**src/hw/bmf_pkg.sv**
```systemverilog
// Package: register map, field layout, timing and types of the block-move and flag unit
package bmf_pkg;
  localparam int ADDR_W = 16;
  // Register byte addresses
  localparam logic [7:0] A_CTRL = 8'h00;
  localparam logic [7:0] A_COUNT = 8'h04;
  localparam logic [7:0] A_SRC = 8'h08;
  localparam logic [7:0] A_DST = 8'h0C;
  localparam logic [7:0] A_STATES = 8'h10;
  localparam logic [7:0] A_OPA = 8'h14;
  localparam logic [7:0] A_OPB = 8'h18;
  localparam logic [7:0] A_FOP = 8'h1C;
  localparam logic [7:0] A_CCR = 8'h20;
  localparam logic [7:0] A_RES = 8'h24;
  // Control fields
  localparam int CTRL_START = 0;
  localparam int CTRL_WORD = 1;
  localparam int CTRL_BUSY = 0;
  localparam int CTRL_WAITED = 1;
  localparam int FOP_SZ_LSB = 4;
  // Condition-code bit positions
  localparam int CCR_C = 0;
  localparam int CCR_V = 1;
  localparam int CCR_Z = 2;
  localparam int CCR_N = 3;
  localparam int CCR_H = 5;
  localparam logic [7:0] CCR_RST = 8'h80;
  // Operand sizes
  localparam logic [1:0] SZ_B = 2'h0;
  localparam logic [1:0] SZ_W = 2'h1;
  localparam logic [1:0] SZ_L = 2'h2;
  // Move timing in states
  localparam int MOVE_BASE_STATES = 8;
  localparam int MOVE_BYTE_STATES = 4;
  localparam int PRE_STATES = MOVE_BASE_STATES / 2;
  localparam int POST_STATES = MOVE_BASE_STATES - PRE_STATES;
  typedef enum logic [3:0] {FOP_ADD, FOP_SUB, FOP_ADDX, FOP_SUBX, FOP_DAA, FOP_DIVU, FOP_DIVS} bmf_fop_type;
  typedef struct packed {
    logic req;
    logic we;
    logic [ADDR_W-1:0] addr;
    logic [7:0] wdata;
  } bmf_mem_req_type;
endpackage

```
**src/hw/bmf_core.sv**
```systemverilog
// Block byte move engine and condition-code flag unit
// Functional notes
// - Word form copies bytes source to destination, stepping pointers, until count is zero.
// - Byte form counts with the low byte only; zero means no transfer.
// - A move takes eight states plus four per byte moved.
// - That figure holds only with no wait; other placements take longer.
// - Word arithmetic sets half-carry on carry or borrow at bit 11.
// - Longword arithmetic sets half-carry on carry or borrow at bit 27.
// - Extended add/subtract keeps zero flag on zero result, clears it otherwise.
// - Decimal adjust sets carry when adjustment carries, else keeps it.
// - Unsigned divide sets negative flag when divisor is negative.
// - Divide sets zero flag exactly when divisor is zero.
// - Signed divide sets negative flag when quotient is negative.
// - Transfers stretched by slow-clock synchronisation have variable length.
//
// Decided for this implementation: the plain strobed port and the placing of the registers.
`timescale 1ns/1ps
`default_nettype none
module bmf_core (
  // Clock and reset
  input wire logic CLK,
  input wire logic RST,
  // Register port
  input wire logic [7:0] REG_ADDR,
  input wire logic [31:0] REG_WDATA,
  input wire logic REG_WR,
  input wire logic REG_RD,
  output logic [31:0] REG_RDATA,
  // Memory side
  output bmf_pkg::bmf_mem_req_type MEM_REQ,
  input wire logic [7:0] MEM_RDATA,
  input wire logic MEM_WAIT,
  // Status
  output logic MOVE_BUSY
);
  import bmf_pkg::*;

  if (ADDR_W < 8 || ADDR_W > 32) begin : g_chk
    $error("ADDR_W out of range");
  end

  typedef enum {ST_IDLE, ST_PRE, ST_RDA, ST_RDB, ST_WRA, ST_WRB, ST_POST} bmf_state_type;
  bmf_state_type st_q;
  logic [1:0] ph_q;
  logic word_q, waited_q, done_q;
  logic [15:0] count_q, n_q, states_q, last_q;
  logic [ADDR_W-1:0] src_q, dst_q;
  logic [7:0] data_q;
  logic [31:0] opa_q, opb_q, res_q;
  logic [7:0] ccr_q;
  logic [1:0] sz_q;
  bmf_fop_type fop_q;
  logic go_q;

  logic wr_ctrl, start, step, more;
  logic [15:0] count_dec;
  assign wr_ctrl = REG_WR && REG_ADDR == A_CTRL;
  assign start = wr_ctrl && REG_WDATA[CTRL_START] && st_q == ST_IDLE;
  assign step = st_q == ST_WRB && !MEM_WAIT;
  assign count_dec = word_q ? count_q - 16'h1 : {count_q[15:8], count_q[7:0] - 8'h1};
  // Loop test after this byte, on the count about to be stored
  assign more = word_q ? count_dec != 16'h0 : count_dec[7:0] != 8'h0;

  // Move sequencer; the memory request is registered with the state
  always_ff @(posedge CLK) begin
    if (RST) begin
      st_q <= ST_IDLE;
      ph_q <= 2'h0;
      MEM_REQ <= '0;
      data_q <= 8'h00;
      done_q <= 1'b0;
    end else begin
      done_q <= 1'b0;
      case (st_q)
        ST_IDLE: begin
          if (start) begin
            st_q <= ST_PRE;
            ph_q <= 2'h0;
          end
        end
        ST_PRE: begin
          ph_q <= ph_q + 2'h1;
          if (ph_q == 2'(PRE_STATES - 1)) begin
            ph_q <= 2'h0;
            if (word_q ? count_q != 16'h0 : count_q[7:0] != 8'h0) begin
              st_q <= ST_RDA;
              MEM_REQ <= '{req: 1'b1, we: 1'b0, addr: src_q, wdata: 8'h00};
            end else begin
              st_q <= ST_POST;
            end
          end
        end
        ST_RDA: st_q <= ST_RDB;
        ST_RDB: begin
          // Held while the memory stretches the cycle
          if (!MEM_WAIT) begin
            data_q <= MEM_RDATA;
            st_q <= ST_WRA;
            MEM_REQ <= '{req: 1'b1, we: 1'b1, addr: dst_q, wdata: MEM_RDATA};
          end
        end
        ST_WRA: st_q <= ST_WRB;
        ST_WRB: begin
          if (!MEM_WAIT) begin
            if (more) begin
              st_q <= ST_RDA;
              MEM_REQ <= '{req: 1'b1, we: 1'b0, addr: src_q + ADDR_W'(1), wdata: 8'h00};
            end else begin
              st_q <= ST_POST;
              MEM_REQ <= '0;
            end
          end
        end
        ST_POST: begin
          ph_q <= ph_q + 2'h1;
          if (ph_q == 2'(POST_STATES - 1)) begin
            st_q <= ST_IDLE;
            ph_q <= 2'h0;
            done_q <= 1'b1;
          end
        end
        default: st_q <= ST_IDLE;
      endcase
    end
  end

  // Count and pointers; software writes are ignored during a move
  always_ff @(posedge CLK) begin
    if (RST) begin
      count_q <= 16'h0;
      src_q <= '0;
      dst_q <= '0;
      word_q <= 1'b0;
      n_q <= 16'h0;
    end else if (st_q == ST_IDLE) begin
      if (REG_WR && REG_ADDR == A_COUNT) count_q <= REG_WDATA[15:0];
      if (REG_WR && REG_ADDR == A_SRC) src_q <= REG_WDATA[ADDR_W-1:0];
      if (REG_WR && REG_ADDR == A_DST) dst_q <= REG_WDATA[ADDR_W-1:0];
      if (start) begin
        word_q <= REG_WDATA[CTRL_WORD];
        n_q <= REG_WDATA[CTRL_WORD] ? count_q : {8'h00, count_q[7:0]};
      end
    end else if (step) begin
      src_q <= src_q + ADDR_W'(1);
      dst_q <= dst_q + ADDR_W'(1);
      count_q <= count_dec;
    end
  end

  // State count of the move, kept for software
  always_ff @(posedge CLK) begin
    if (RST) begin
      states_q <= 16'h0;
      last_q <= 16'h0;
      waited_q <= 1'b0;
      MOVE_BUSY <= 1'b0;
    end else begin
      MOVE_BUSY <= start || (st_q != ST_IDLE && !(st_q == ST_POST && ph_q == 2'(POST_STATES - 1)));
      if (start) begin
        states_q <= 16'h0;
        waited_q <= 1'b0;
      end else if (st_q != ST_IDLE) begin
        states_q <= states_q + 16'h1;
      end
      // Wait states lengthen the move beyond the on-chip figure
      if ((st_q == ST_RDB || st_q == ST_WRB) && MEM_WAIT) waited_q <= 1'b1;
      if (st_q == ST_POST && ph_q == 2'(POST_STATES - 1)) last_q <= states_q + 16'h1;
    end
  end

  // Flag unit
  logic [5:0] w, w2;
  logic [31:0] m, m2, hm, a, b, r, mag_a, mag_b;
  logic [32:0] s, hs;
  logic [8:0] d9;
  logic [7:0] adj, ccr_d;
  logic cin, sa, sb, sr, hc, cy, sdv;
  always_comb begin
    w = sz_q == SZ_B ? 6'd8 : sz_q == SZ_W ? 6'd16 : 6'd32;
    w2 = sz_q == SZ_B ? 6'd16 : 6'd32;
    m = 32'hFFFFFFFF >> (6'd32 - w);
    m2 = 32'hFFFFFFFF >> (6'd32 - w2);
    hm = m >> 4;
    a = opa_q & m;
    b = opb_q & m;
    cin = (fop_q == FOP_ADDX || fop_q == FOP_SUBX) && ccr_q[CCR_C];
    if (fop_q == FOP_SUB || fop_q == FOP_SUBX) begin
      s = {1'b0, a} - {1'b0, b} - {32'h0, cin};
      hs = {1'b0, a & hm} - {1'b0, b & hm} - {32'h0, cin};
    end else begin
      s = {1'b0, a} + {1'b0, b} + {32'h0, cin};
      hs = {1'b0, a & hm} + {1'b0, b & hm} + {32'h0, cin};
    end
    // Half carry lands at bit 4, 12 or 28 for the three widths
    hc = hs[w - 6'd4];
    cy = s[w];
    r = s[31:0] & m;
    sa = a[5'(w - 6'd1)];
    sb = b[5'(w - 6'd1)];
    sr = r[5'(w - 6'd1)];
    adj = {((ccr_q[CCR_C] || opa_q[7:0] > 8'h99) ? 4'h6 : 4'h0),
           ((ccr_q[CCR_H] || opa_q[3:0] > 4'h9) ? 4'h6 : 4'h0)};
    d9 = {1'b0, opa_q[7:0]} + {1'b0, adj};
    mag_a = opa_q[5'(w2 - 6'd1)] ? (~opa_q + 32'h1) & m2 : opa_q & m2;
    mag_b = sb ? (~opb_q + 32'h1) & m : b;
    sdv = (opa_q[5'(w2 - 6'd1)] ^ sb) && b != 32'h0 && mag_a >= mag_b;
    ccr_d = ccr_q;
    case (fop_q)
      FOP_ADD, FOP_SUB, FOP_ADDX, FOP_SUBX: begin
        ccr_d[CCR_H] = hc;
        ccr_d[CCR_N] = sr;
        ccr_d[CCR_C] = cy;
        ccr_d[CCR_V] = (fop_q == FOP_ADD || fop_q == FOP_ADDX) ? (sa == sb && sr != sa) : (sa != sb && sr != sa);
        if (fop_q == FOP_ADDX || fop_q == FOP_SUBX) begin
          ccr_d[CCR_Z] = r == 32'h0 ? ccr_q[CCR_Z] : 1'b0;
        end else begin
          ccr_d[CCR_Z] = r == 32'h0;
        end
      end
      FOP_DAA: begin
        r = {24'h0, d9[7:0]};
        ccr_d[CCR_N] = d9[7];
        ccr_d[CCR_Z] = d9[7:0] == 8'h00;
        ccr_d[CCR_C] = ccr_q[CCR_C] | d9[8];
      end
      FOP_DIVU: begin
        r = 32'h0;
        ccr_d[CCR_N] = sb;
        ccr_d[CCR_Z] = b == 32'h0;
      end
      FOP_DIVS: begin
        r = 32'h0;
        ccr_d[CCR_N] = sdv;
        ccr_d[CCR_Z] = b == 32'h0;
      end
      default: ccr_d = ccr_q;
    endcase
  end

  // Operands, command and condition codes; the move path never touches them
  always_ff @(posedge CLK) begin
    if (RST) begin
      opa_q <= 32'h0;
      opb_q <= 32'h0;
      fop_q <= FOP_ADD;
      sz_q <= SZ_B;
      go_q <= 1'b0;
      ccr_q <= CCR_RST;
      res_q <= 32'h0;
    end else begin
      go_q <= REG_WR && REG_ADDR == A_FOP;
      if (REG_WR && REG_ADDR == A_OPA) opa_q <= REG_WDATA;
      if (REG_WR && REG_ADDR == A_OPB) opb_q <= REG_WDATA;
      if (REG_WR && REG_ADDR == A_FOP) begin
        fop_q <= bmf_fop_type'(REG_WDATA[3:0]);
        sz_q <= REG_WDATA[FOP_SZ_LSB+1:FOP_SZ_LSB];
      end
      if (go_q) begin
        ccr_q <= ccr_d;
        res_q <= r;
      end else if (REG_WR && REG_ADDR == A_CCR) begin
        ccr_q <= REG_WDATA[7:0];
      end
    end
  end

  // Read data, one cycle after the strobe
  always_ff @(posedge CLK) begin
    if (RST) begin
      REG_RDATA <= 32'h0;
    end else if (REG_RD) begin
      case (REG_ADDR)
        A_CTRL: REG_RDATA <= {30'h0, waited_q, MOVE_BUSY};
        A_COUNT: REG_RDATA <= {16'h0, count_q};
        A_SRC: REG_RDATA <= 32'(src_q);
        A_DST: REG_RDATA <= 32'(dst_q);
        A_STATES: REG_RDATA <= {16'h0, last_q};
        A_OPA: REG_RDATA <= opa_q;
        A_OPB: REG_RDATA <= opb_q;
        A_FOP: REG_RDATA <= {26'h0, sz_q, fop_q};
        A_CCR: REG_RDATA <= {24'h0, ccr_q};
        A_RES: REG_RDATA <= res_q;
        default: REG_RDATA <= 32'h0;
      endcase
    end else begin
      REG_RDATA <= 32'h0;
    end
  end

  // Checks
  logic [12:0] h12;
  logic [28:0] h28;
  assign h12 = {1'b0, opa_q[11:0]} + {1'b0, opb_q[11:0]};
  assign h28 = {1'b0, opa_q[27:0]} + {1'b0, opb_q[27:0]};

  a_move_states: assert property (@(posedge CLK) disable iff (RST)
    done_q && !waited_q |-> last_q == 16'(MOVE_BASE_STATES + MOVE_BYTE_STATES * n_q))
    else $error("move state count wrong");
  a_move_slow: assert property (@(posedge CLK) disable iff (RST)
    done_q && waited_q |-> last_q > 16'(MOVE_BASE_STATES + MOVE_BYTE_STATES * n_q))
    else $error("stretched move not longer");
  a_byte_zero: assert property (@(posedge CLK) disable iff (RST)
    st_q == ST_PRE && ph_q == 2'h3 && !word_q && count_q[7:0] == 8'h00 |=> st_q == ST_POST ##4 st_q == ST_IDLE)
    else $error("zero byte count moved data");
  a_ptr_step: assert property (@(posedge CLK) disable iff (RST)
    step |=> src_q == $past(src_q) + ADDR_W'(1) && dst_q == $past(dst_q) + ADDR_W'(1) && MEM_REQ.we == 1'b0)
    else $error("pointer step wrong");
  a_word_count: assert property (@(posedge CLK) disable iff (RST)
    step && word_q |=> count_q == $past(count_q) - 16'h1)
    else $error("count not decremented");
  a_wait_hold: assert property (@(posedge CLK) disable iff (RST)
    st_q == ST_RDB && MEM_WAIT |=> st_q == ST_RDB && MEM_REQ.req)
    else $error("read did not wait");
  a_ccr_frozen: assert property (@(posedge CLK) disable iff (RST)
    MOVE_BUSY && !go_q && !(REG_WR && REG_ADDR == A_CCR) |=> $stable(ccr_q))
    else $error("move changed flags");
  a_hc_word: assert property (@(posedge CLK) disable iff (RST)
    go_q && fop_q == FOP_ADD && sz_q == SZ_W |=> ccr_q[CCR_H] == $past(h12[12]))
    else $error("word half carry wrong");
  a_hc_long: assert property (@(posedge CLK) disable iff (RST)
    go_q && fop_q == FOP_ADD && sz_q == SZ_L |=> ccr_q[CCR_H] == $past(h28[28]))
    else $error("long half carry wrong");
  a_ext_zero: assert property (@(posedge CLK) disable iff (RST)
    go_q && (fop_q == FOP_ADDX || fop_q == FOP_SUBX) |=> ccr_q[CCR_Z] == ($past(ccr_q[CCR_Z]) && res_q == 32'h0))
    else $error("extended zero flag wrong");
  a_daa_carry: assert property (@(posedge CLK) disable iff (RST)
    go_q && fop_q == FOP_DAA && ccr_q[CCR_C] |=> ccr_q[CCR_C])
    else $error("adjust lost carry");
  a_div_zero: assert property (@(posedge CLK) disable iff (RST)
    go_q && fop_q inside {FOP_DIVU, FOP_DIVS} && sz_q == SZ_B |=> ccr_q[CCR_Z] == ($past(opb_q[7:0]) == 8'h00))
    else $error("divide zero flag wrong");
  a_divu_neg: assert property (@(posedge CLK) disable iff (RST)
    go_q && fop_q == FOP_DIVU && sz_q == SZ_B |=> ccr_q[CCR_N] == $past(opb_q[7]))
    else $error("divisor sign flag wrong");
  a_divs_neg: assert property (@(posedge CLK) disable iff (RST)
    go_q && fop_q == FOP_DIVS && sz_q == SZ_B && opb_q[7:0] == 8'h01 |=> ccr_q[CCR_N] == $past(opa_q[15]))
    else $error("quotient sign flag wrong");
  a_wr_data: assert property (@(posedge CLK) disable iff (RST)
    st_q == ST_WRA |-> MEM_REQ.req && MEM_REQ.we && MEM_REQ.addr == dst_q && MEM_REQ.wdata == data_q)
    else $error("move write request wrong");
  c_zero_move: cover property (@(posedge CLK) disable iff (RST) done_q && n_q == 16'h0);
  c_two_bytes: cover property (@(posedge CLK) disable iff (RST) done_q && n_q == 16'h2 && word_q);
  c_waited: cover property (@(posedge CLK) disable iff (RST) done_q && waited_q);
  c_daa_carry: cover property (@(posedge CLK) disable iff (RST) go_q && fop_q == FOP_DAA && ccr_d[CCR_C]);
endmodule
`default_nettype wire

```
**config.mk**
```make
export PLATFORM = sky130hd
export DESIGN_NAME = bmf_core
export DESIGN_NICKNAME = d
export VERILOG_FILES = /design/src/hw/bmf_pkg.sv /design/src/hw/bmf_core.sv
export SDC_FILE = /design/constraint.sdc
export NUM_CORES = 1
export LEC_CHECK = 0
export ABC_AREA = 1
export BUFFER_PORTS_ARGS = -buffer_cell sky130_fd_sc_hd__buf_2
export CORE_MARGIN = 2
export CORE_UTILIZATION = 45
export DETAILED_ROUTE_END_ITERATION = 12
export GPL_TIMING_DRIVEN = 0
export PLACE_DENSITY = 0.65
export SYNTH_ARGS = -nofsm -noshare
export SYNTH_HDL_FRONTEND = slang
export SYNTH_SLANG_ARGS = --single-unit
```
**constraint.sdc**
```tcl
create_clock -name CLK -period 4.2 [get_ports CLK]
set_clock_uncertainty 0.1 [all_clocks]
set_input_delay 0.63 -clock CLK [delete_from_list [all_inputs] [get_ports CLK]]
set_output_delay 0.63 -clock CLK [all_outputs]
set_load 0.05 [all_outputs]
```
==> impl_results.md, run 1 <==
* Status: finished with violations
* Failing checks: negative setup slack
* Num CTS Buffers at 27
* Core area at 0.0479 mm^2
* Overall global routing resource usage at 0.356
* Total grt overflow at 0
* Post-route DRC violation count at 0
* Post-route ant nets at 0
* Final WL at 92.9 mm
* First-pass GRT wire length at 137 mm
* Final hold slack at 0.222 ns
* Avg Cell Area, Syn at 6.16 um^2
* Worst-case clock buffer depth at 3
* Synthesized instance count at 3559
* Fin nets at 3981
* FF-to-FF End: ccr_q[3]
* Switching part of the total at 0.247
* Hold crit path type: in2reg
* Sequential fraction of the synthesis area at 0.235
* Pwr Total at 0.00547 W
* Number of flops mapped to enable cells by yosys at 0
* Port buffer count at 109
* Clock Root Buffer: clkbuf_16
* WL/cell at 21.3 um
* Hold path start: MEM_RDATA[3]
* # fillers at 4992
* Maximum vdd drop at 302 uV
* Initial DRC Count at 2984
* PwrDens at 213 mW/mm^2
* Initial Util at 0.458
* Drt first pass iters at 6
* Worst setup EP type: register
* Die area at 0.0505 mm^2
* P_int at 0.00412 W
* Slew Viols, Final at 0
* H-tree lvl count at 1
* Routed vias/inst at 5.78
* IO Pins at 112
* Leak Pwr at 12.2 nW
* Layout cells sized above 1 at 0.124
* Max Clock Freq at 234 MHz
* Initial antenna violation count at 1
* Worst R2R Start: sz_q[1]
* Worst skew pair latency at 0.61 ns
* Switching Power at 0.00135 W
* Worst Setup Start Kind: register
* GPL Wtd Cong at 1.01
* Synth-to-layout area growth at 17.2%
* Hold Buf Count CTS at 0
* Vias in the first global route at 22762
* Clock net sink count at 257
* Die width at 225 um
* Crit path DAT at 4.67 ns
* Flop pwr share at 0.447
* Clock power frac at 0.503
* Max cap viols at 0
* Reg2reg setup slack at -0.08 ns
* HPWL after DPL at 74.9 mm
* CTS tree: done
* Synth unique cells at 63
* Reg2reg path depth at 19
* Clk slew on worst S/H paths at 0.07 ns
* Syn nets at 3805
* Most common cell after layout, fill and taps aside: nand2_1
* Worst path required time at 4.58 ns
* Minimum clock period at 4.28 ns
* Final WS setup at -0.0822 ns
* RSZ-0062 raised after global routing: yes
* Leading area contributor after synthesis: dfxtp_1
* Row Count at 80
* Hold endpoint: MEM_REQ[3]
* Post-synth top area share at 0.235
* Crit path kind: reg2reg
* Die H at 225 um
* Most frequent cells in the layout: nand2_1, inv_1, a21oi_1
* Final-report hold violation count at 0
* Max-slew headroom at 0.186
* Worst slew pin tran at 1.22 ns
* DR vias at 25280
* Part of the power in combinational logic at 0.050
* Synth area leaders: dfxtp_1, nand2_1, ha_1
* Hold depth at 3
* Crit Path Max Fanout at 10
* Synth warn at 0
* Yosys reg bits at 257
* Post-synth ARST share at 0
* Synth Cell Area at 0.0219 mm^2
* Final period util at 1.02
* Synth Flop Type: dfxtp_1
* Diode count at 0
* Pin count of the biggest net entering global routing at 16
* Endpoints failing setup at 1
## power by group through the flow
stage	Clock (W)	Sequential (W)	Combinational, W
finish	0.00275	0.00244	0.000275
floorplan	0	0.00250	0.000122
detailed placement	0	0.00250	0.000244
global route	0.00284	0.00244	0.000288
CTS	0.00274	0.00244	0.000251
global placement	0	0.00250	0.000243
## worst max path at each step
| stage | startpoint | to | slack [ns] | cells after the start |
|---|---|---|---|---|
| after global routing | sz_q[1] | ccr_q[2] | -0.18 | 23 |
| after detailed placement | sz_q[1] | ccr_q[3] | -1.28 | 19 |
| after floorplan | opa_q[1] | ccr_q[3] | 0.61 | 27 |
| after global placement | sz_q[1] | ccr_q[3] | -1.37 | 19 |
| final | sz_q[1] | ccr_q[3] | -0.08 | 19 |
| after CTS | opa_q[1] | ccr_q[3] | -0.09 | 27 |
## state kept, by name, summed over array words and instances (netlist names)
signal and count:
MEM_REQ 26, MOVE_BUSY 1, REG_RDATA 32, ccr_q 8
count_q 16, dst_q 16, fop_q 4, go_q 1
last_q 16, opa_q 32, opb_q 32, ph_q 2
res_q 32, src_q 16, st_q 3, states_q 16
sz_q 2, waited_q 1, word_q 1
## kinds of logic after synthesis
family	Yosys count	synth area share
xor+xnor	74	0.0295
buf+inv	752	0.131
mux	1	0.000456
flops	257	0.235
compound gates	748	0.193
simple gates	1534	0.300
fa+ha+maj	193	0.112
## cell type report
type	count	area (um^2)	area share
multi-input cells	2550	14900	0.581
flip-flops and latches	257	5180	0.201
inverters	642	2450	0.0953
repair buffers	148	842	0.0327
well taps	615	769	0.0299
clock buffers	34	722	0.0281
plain buffers	109	544	0.0212
clock inverters	16	272	0.0106
## synth_stat cells (6+ instances only)
master       n
or2_2       10
nor4_1       8
nor2_2      13
buf_1        7
a21oi_1    290
nor3_2      13
nand3_2      9
inv_2       13
xnor2_1      7
a221oi_1    32
nand2_1    836
a2111oi_0    6
clkbuf_1    84
dfxtp_1    257
ha_1       188
o211ai_1     6
clkinv_1    11
nor2_1     293
o21ai_1      8
a31oi_1     47
inv_1      617
nand4_1     58
nand3_1    226
buf_2       12
nor3_1      47
xor2_1      67
o221ai_1    15
o21ai_0    246
o21bai_1    11
o22ai_1     49
## per-layer routing
layer  global-route usage  part of all wire  vias up
met2                0.539              0.42     1363
li1                     -                 -    11979
met4                0.177             0.055        0
met3               0.0691              0.10      264
met5                    0                 0        -
met1                0.482              0.42    11674
## worst max-delay path, stage by stage (launching register included)
cell and delay (ns):
dfxtp_4 0.44, nor2_4 0.07, inv_1 0.29, nand2_1 0.25
o21ai_1 0.25, inv_1 0.32, clkbuf_2 0.38, o21ai_0 0.27
nand2_1 0.07, nor2_1 0.19, ha_1 0.28, a21oi_1 0.17
o21a_1 0.15, o221ai_2 0.14, a21oi_4 0.28, nand3_4 0.14
nand3_2 0.08, nand4_1 0.11, nand2_1 0.08, a31oi_1 0.08
## timing repair
item	CTS	global route
resized for setup	123	140
setup endpoints to repair	20	4
pin swaps	24	38
setup buffers	15	24
## through the flow
step	utilization	setup TNS (ns)	worst slack [ns]	cell area [um^2]	cells
global route	0.536	-0.341	-0.179	25700	4371
finish	0.536	-0.0822	-0.0822	25700	4371
detailed placement	0.485	-5.84	-1.28	23300	4283
global placement	0.485	-6.95	-1.37	23300	4283
CTS	0.520	-0.0910	-0.0910	24900	4347
floorplan	-	0	0.614	21900	3559
Power figures use the tool's default switching activity.
==> inputs of run 2 (changes only) <==
--- a/config.mk
+++ b/config.mk
@@ -9,9 +9,10 @@
 export BUFFER_PORTS_ARGS = -buffer_cell sky130_fd_sc_hd__buf_2
 export CORE_MARGIN = 2
 export CORE_UTILIZATION = 45
+export CTS_CLUSTER_SIZE = 10
 export DETAILED_ROUTE_END_ITERATION = 12
 export GPL_TIMING_DRIVEN = 0
-export PLACE_DENSITY = 0.65
+export PLACE_DENSITY = 0.66
 export SYNTH_ARGS = -nofsm -noshare
 export SYNTH_HDL_FRONTEND = slang
 export SYNTH_SLANG_ARGS = --single-unit
==> impl_results.md, run 2 (same netlist as run 1, synthesis figures left out) <==
* Status: completed
* Die width at 225 um (unchanged)
* First-pass GRT wire length at 134 mm (-2.1%)
* Final period util at 0.997 (-0.0223)
* Crit Path Max Fanout at 10 (unchanged)
* Maximum vdd drop at 288 uV (-4.5%)
* Hold path start: MEM_RDATA[7]
* Die area at 0.0505 mm^2 (unchanged)
* Vias in the first global route at 22718 (-0.19%)
* Final WL at 90.3 mm (-2.9%)
* Overall global routing resource usage at 0.346 (-0.00982)
* Hold endpoint: MEM_REQ[7]
* Num CTS Buffers at 30 (+11%)
* Leak Pwr at 12.0 nW (-1.4%)
* Worst setup EP type: register
* Final instance count without filler cells at 4346 (-0.57%)
* Reg2reg path depth at 21 (+2)
* Clock net sink count at 257 (unchanged)
* Crit path kind: reg2reg
* Critical-path top delay cell: dfxtp_4
* Diode count at 0 (unchanged)
* Routed vias/inst at 5.75 (-0.62%)
* Hold Buf Count CTS at 0 (unchanged)
* Clk slew on worst S/H paths at 0.06 ns (about the same)
* Worst path required time at 4.58 ns (about the same)
* Post-layout util at 0.527 (-0.00924)
* Hold depth at 3 (unchanged)
* Routed wl met3 at 9.42 mm (-0.20%)
* Worst slew pin tran at 1.11 ns (-0.114 ns)
* RSZ-0062 raised after global routing: yes
* H-tree lvl count at 1 (unchanged)
* Row Count at 80 (unchanged)
* Most frequent cells in the layout: nand2_1, inv_1, a21oi_1
* Most common cell after layout, fill and taps aside: nand2_1
* Worst R2R Start: sz_q[1]
* Minimum clock period at 4.19 ns (-0.0935 ns)
* Post-route ant nets at 0 (unchanged)
* Worst-case clock buffer depth at 3 (unchanged)
* Clock Root Buffer: clkbuf_16
* Die H at 225 um (unchanged)
* Met2 Wirelength at 39.0 mm (-1.2%)
* Final hold slack at 0.224 ns (+0.00156 ns)
* Max incr delay on CP at 0.39 ns (-0.05 ns)
* Total grt overflow at 0 (unchanged)
* Initial antenna violation count at 0 (-1)
* Max Clock Freq at 239 MHz (+2.2%)
* DR vias at 24979 (-1.2%)
* Final TNS setup at 0 ns (+0.0822 ns)
* Pin count of the biggest net entering global routing at 15 (-1)
* Max-slew headroom at 0.262 (+0.0762)
* Worst skew pair latency at 0.57 ns (-0.04 ns)
* FF-to-FF End: ccr_q[2]
* Met1 wire length at 37.3 mm (-4.2%)
* WL/cell at 20.8 um (-2.3%)
* Reg2reg setup slack at 0.01 ns (+0.09 ns)
* Drt first pass iters at 8 (+2)
* Initial DRC Count at 3105 (+4.1%)
* # fillers at 4993 (+0.020%)
* Endpoints failing setup at 0 (-1)
* GPL Wtd Cong at 1.02 (+1.1%)
* Synth-to-layout area growth at 15.2%
* Initial Util at 0.458 (unchanged)
* Port buffer count at 109 (unchanged)
* IO Pins at 112 (unchanged)
* PwrDens at 200 mW/mm^2 (-6.1%)
* Max cap viols at 0 (unchanged)
* Hold crit path type: in2reg
* Fin nets at 3973 (-0.20%)
* CTS tree: done
* Most numerous cell on the critical path: nand2_1
* Worst Setup Start Kind: register
* Final WS setup at 0.0112 ns (+0.0935 ns)
* Final-report hold violation count at 0 (unchanged)
* Post-route DRC violation count at 0 (unchanged)
* Dpl cells at 4284 (+0.023%)
* HPWL after DPL at 73.0 mm (-2.5%)
* Layout cells sized above 1 at 0.112 (-0.0115)
* Worst slack, placed at -1.21 ns (+0.0735 ns)
* Slew Viols, Final at 0 (unchanged)
* CP Cell Sequence: buf_8 -> buf_8 -> buf_6 -> nand2_1 -> inv_1 -> ha_2 -> inv_1 -> ha_4 -> nand2_1 -> nor3_2 -> nand2_1 -> nor2_1 -> nand2_1 -> nand3_1 -> nand3_1 -> nand3_2 -> nor3b_4 -> nand4_1 -> nand2_1 -> nor2_1 -> nor2_1
* Core area at 0.0479 mm^2 (unchanged)
* Max Used Layer: met4
* Crit path DAT at 4.57 ns (-0.10 ns)
[run 2: cell types whose count changed in the layout (fill, tap and decap cells not counted), sizes merged]
cell | previous run | this run
bufinv | 6 | 0
clkbuf | 116 | 113
clkinvlp | 9 | 2
buf | 174 | 166
clkinv | 15 | 14
[run 2: what timing repair did]
item                                    in CTS  in global routing
cloned                                       0                  0
resized for setup                          116                109
buffers inserted                            11                 16
endpoints found under the setup margin      18                  4
pin swaps                                   16                 33
[run 2: worst max path at each step]
stage	from	endpoint	slack, ns
floorplan	opa_q[1]	ccr_q[3]	0.61
global placement	sz_q[1]	ccr_q[3]	-1.23
detailed placement	sz_q[1]	ccr_q[3]	-1.21
CTS	opa_q[4]	ccr_q[3]	0.003
global route	opb_q[0]	ccr_q[3]	-0.11
finish	sz_q[1]	ccr_q[2]	0.01
[run 2: through the flow]
step | total power [W] | instance area, um^2
2_1_floorplan | 0.00262 | 21900
3_3_place_gp | 0.00274 | 23300
3_5_place_dp | 0.00274 | 23300
4_1_cts | 0.00503 | 24700
5_1_grt | 0.00516 | 25300
6_report | 0.00504 | 25300
[run 2: layout make-up]
cell class	count	area (um^2)	share of cell area
timing repair buffer	137	767	0.0304
clock inverter	2	13.8	0.000545
inverter	642	2430	0.0964
sequential	257	5170	0.204
buffer	109	518	0.0205
clock buffer	34	797	0.0315
multi-input combinational	2550	14800	0.586
tap	615	769	0.0305
[run 2: per-layer routing]
metal / up-vias / GRT usage
met2: 1414 / 0.541
met1: 11365 / 0.467
met5: - / 0
li1: 11953 / -
met4: 0 / 0.151
met3: 247 / 0.0610
[run 2: worst max-delay path, delay by kind of cell, from the launching register on]
| family | cells | cell delay [ns] |
|---|---|---|
| buffers and inverters | 5 | 0.67 |
| flip-flops | 1 | 0.39 |
| AND/OR/NAND/NOR | 14 | 2.17 |
| adder cells (fa/ha/maj) | 2 | 0.71 |
[run 2: power by group]
part / internal, W / switching, W / total, W / leakage, nW
Sequential: 0.00244 / 0.00000472 / 0.00244 / 2.08
Combinational: 0.0000702 / 0.000192 / 0.000262 / 9.55
Clock: 0.00131 / 0.00102 / 0.00234 / 0.400
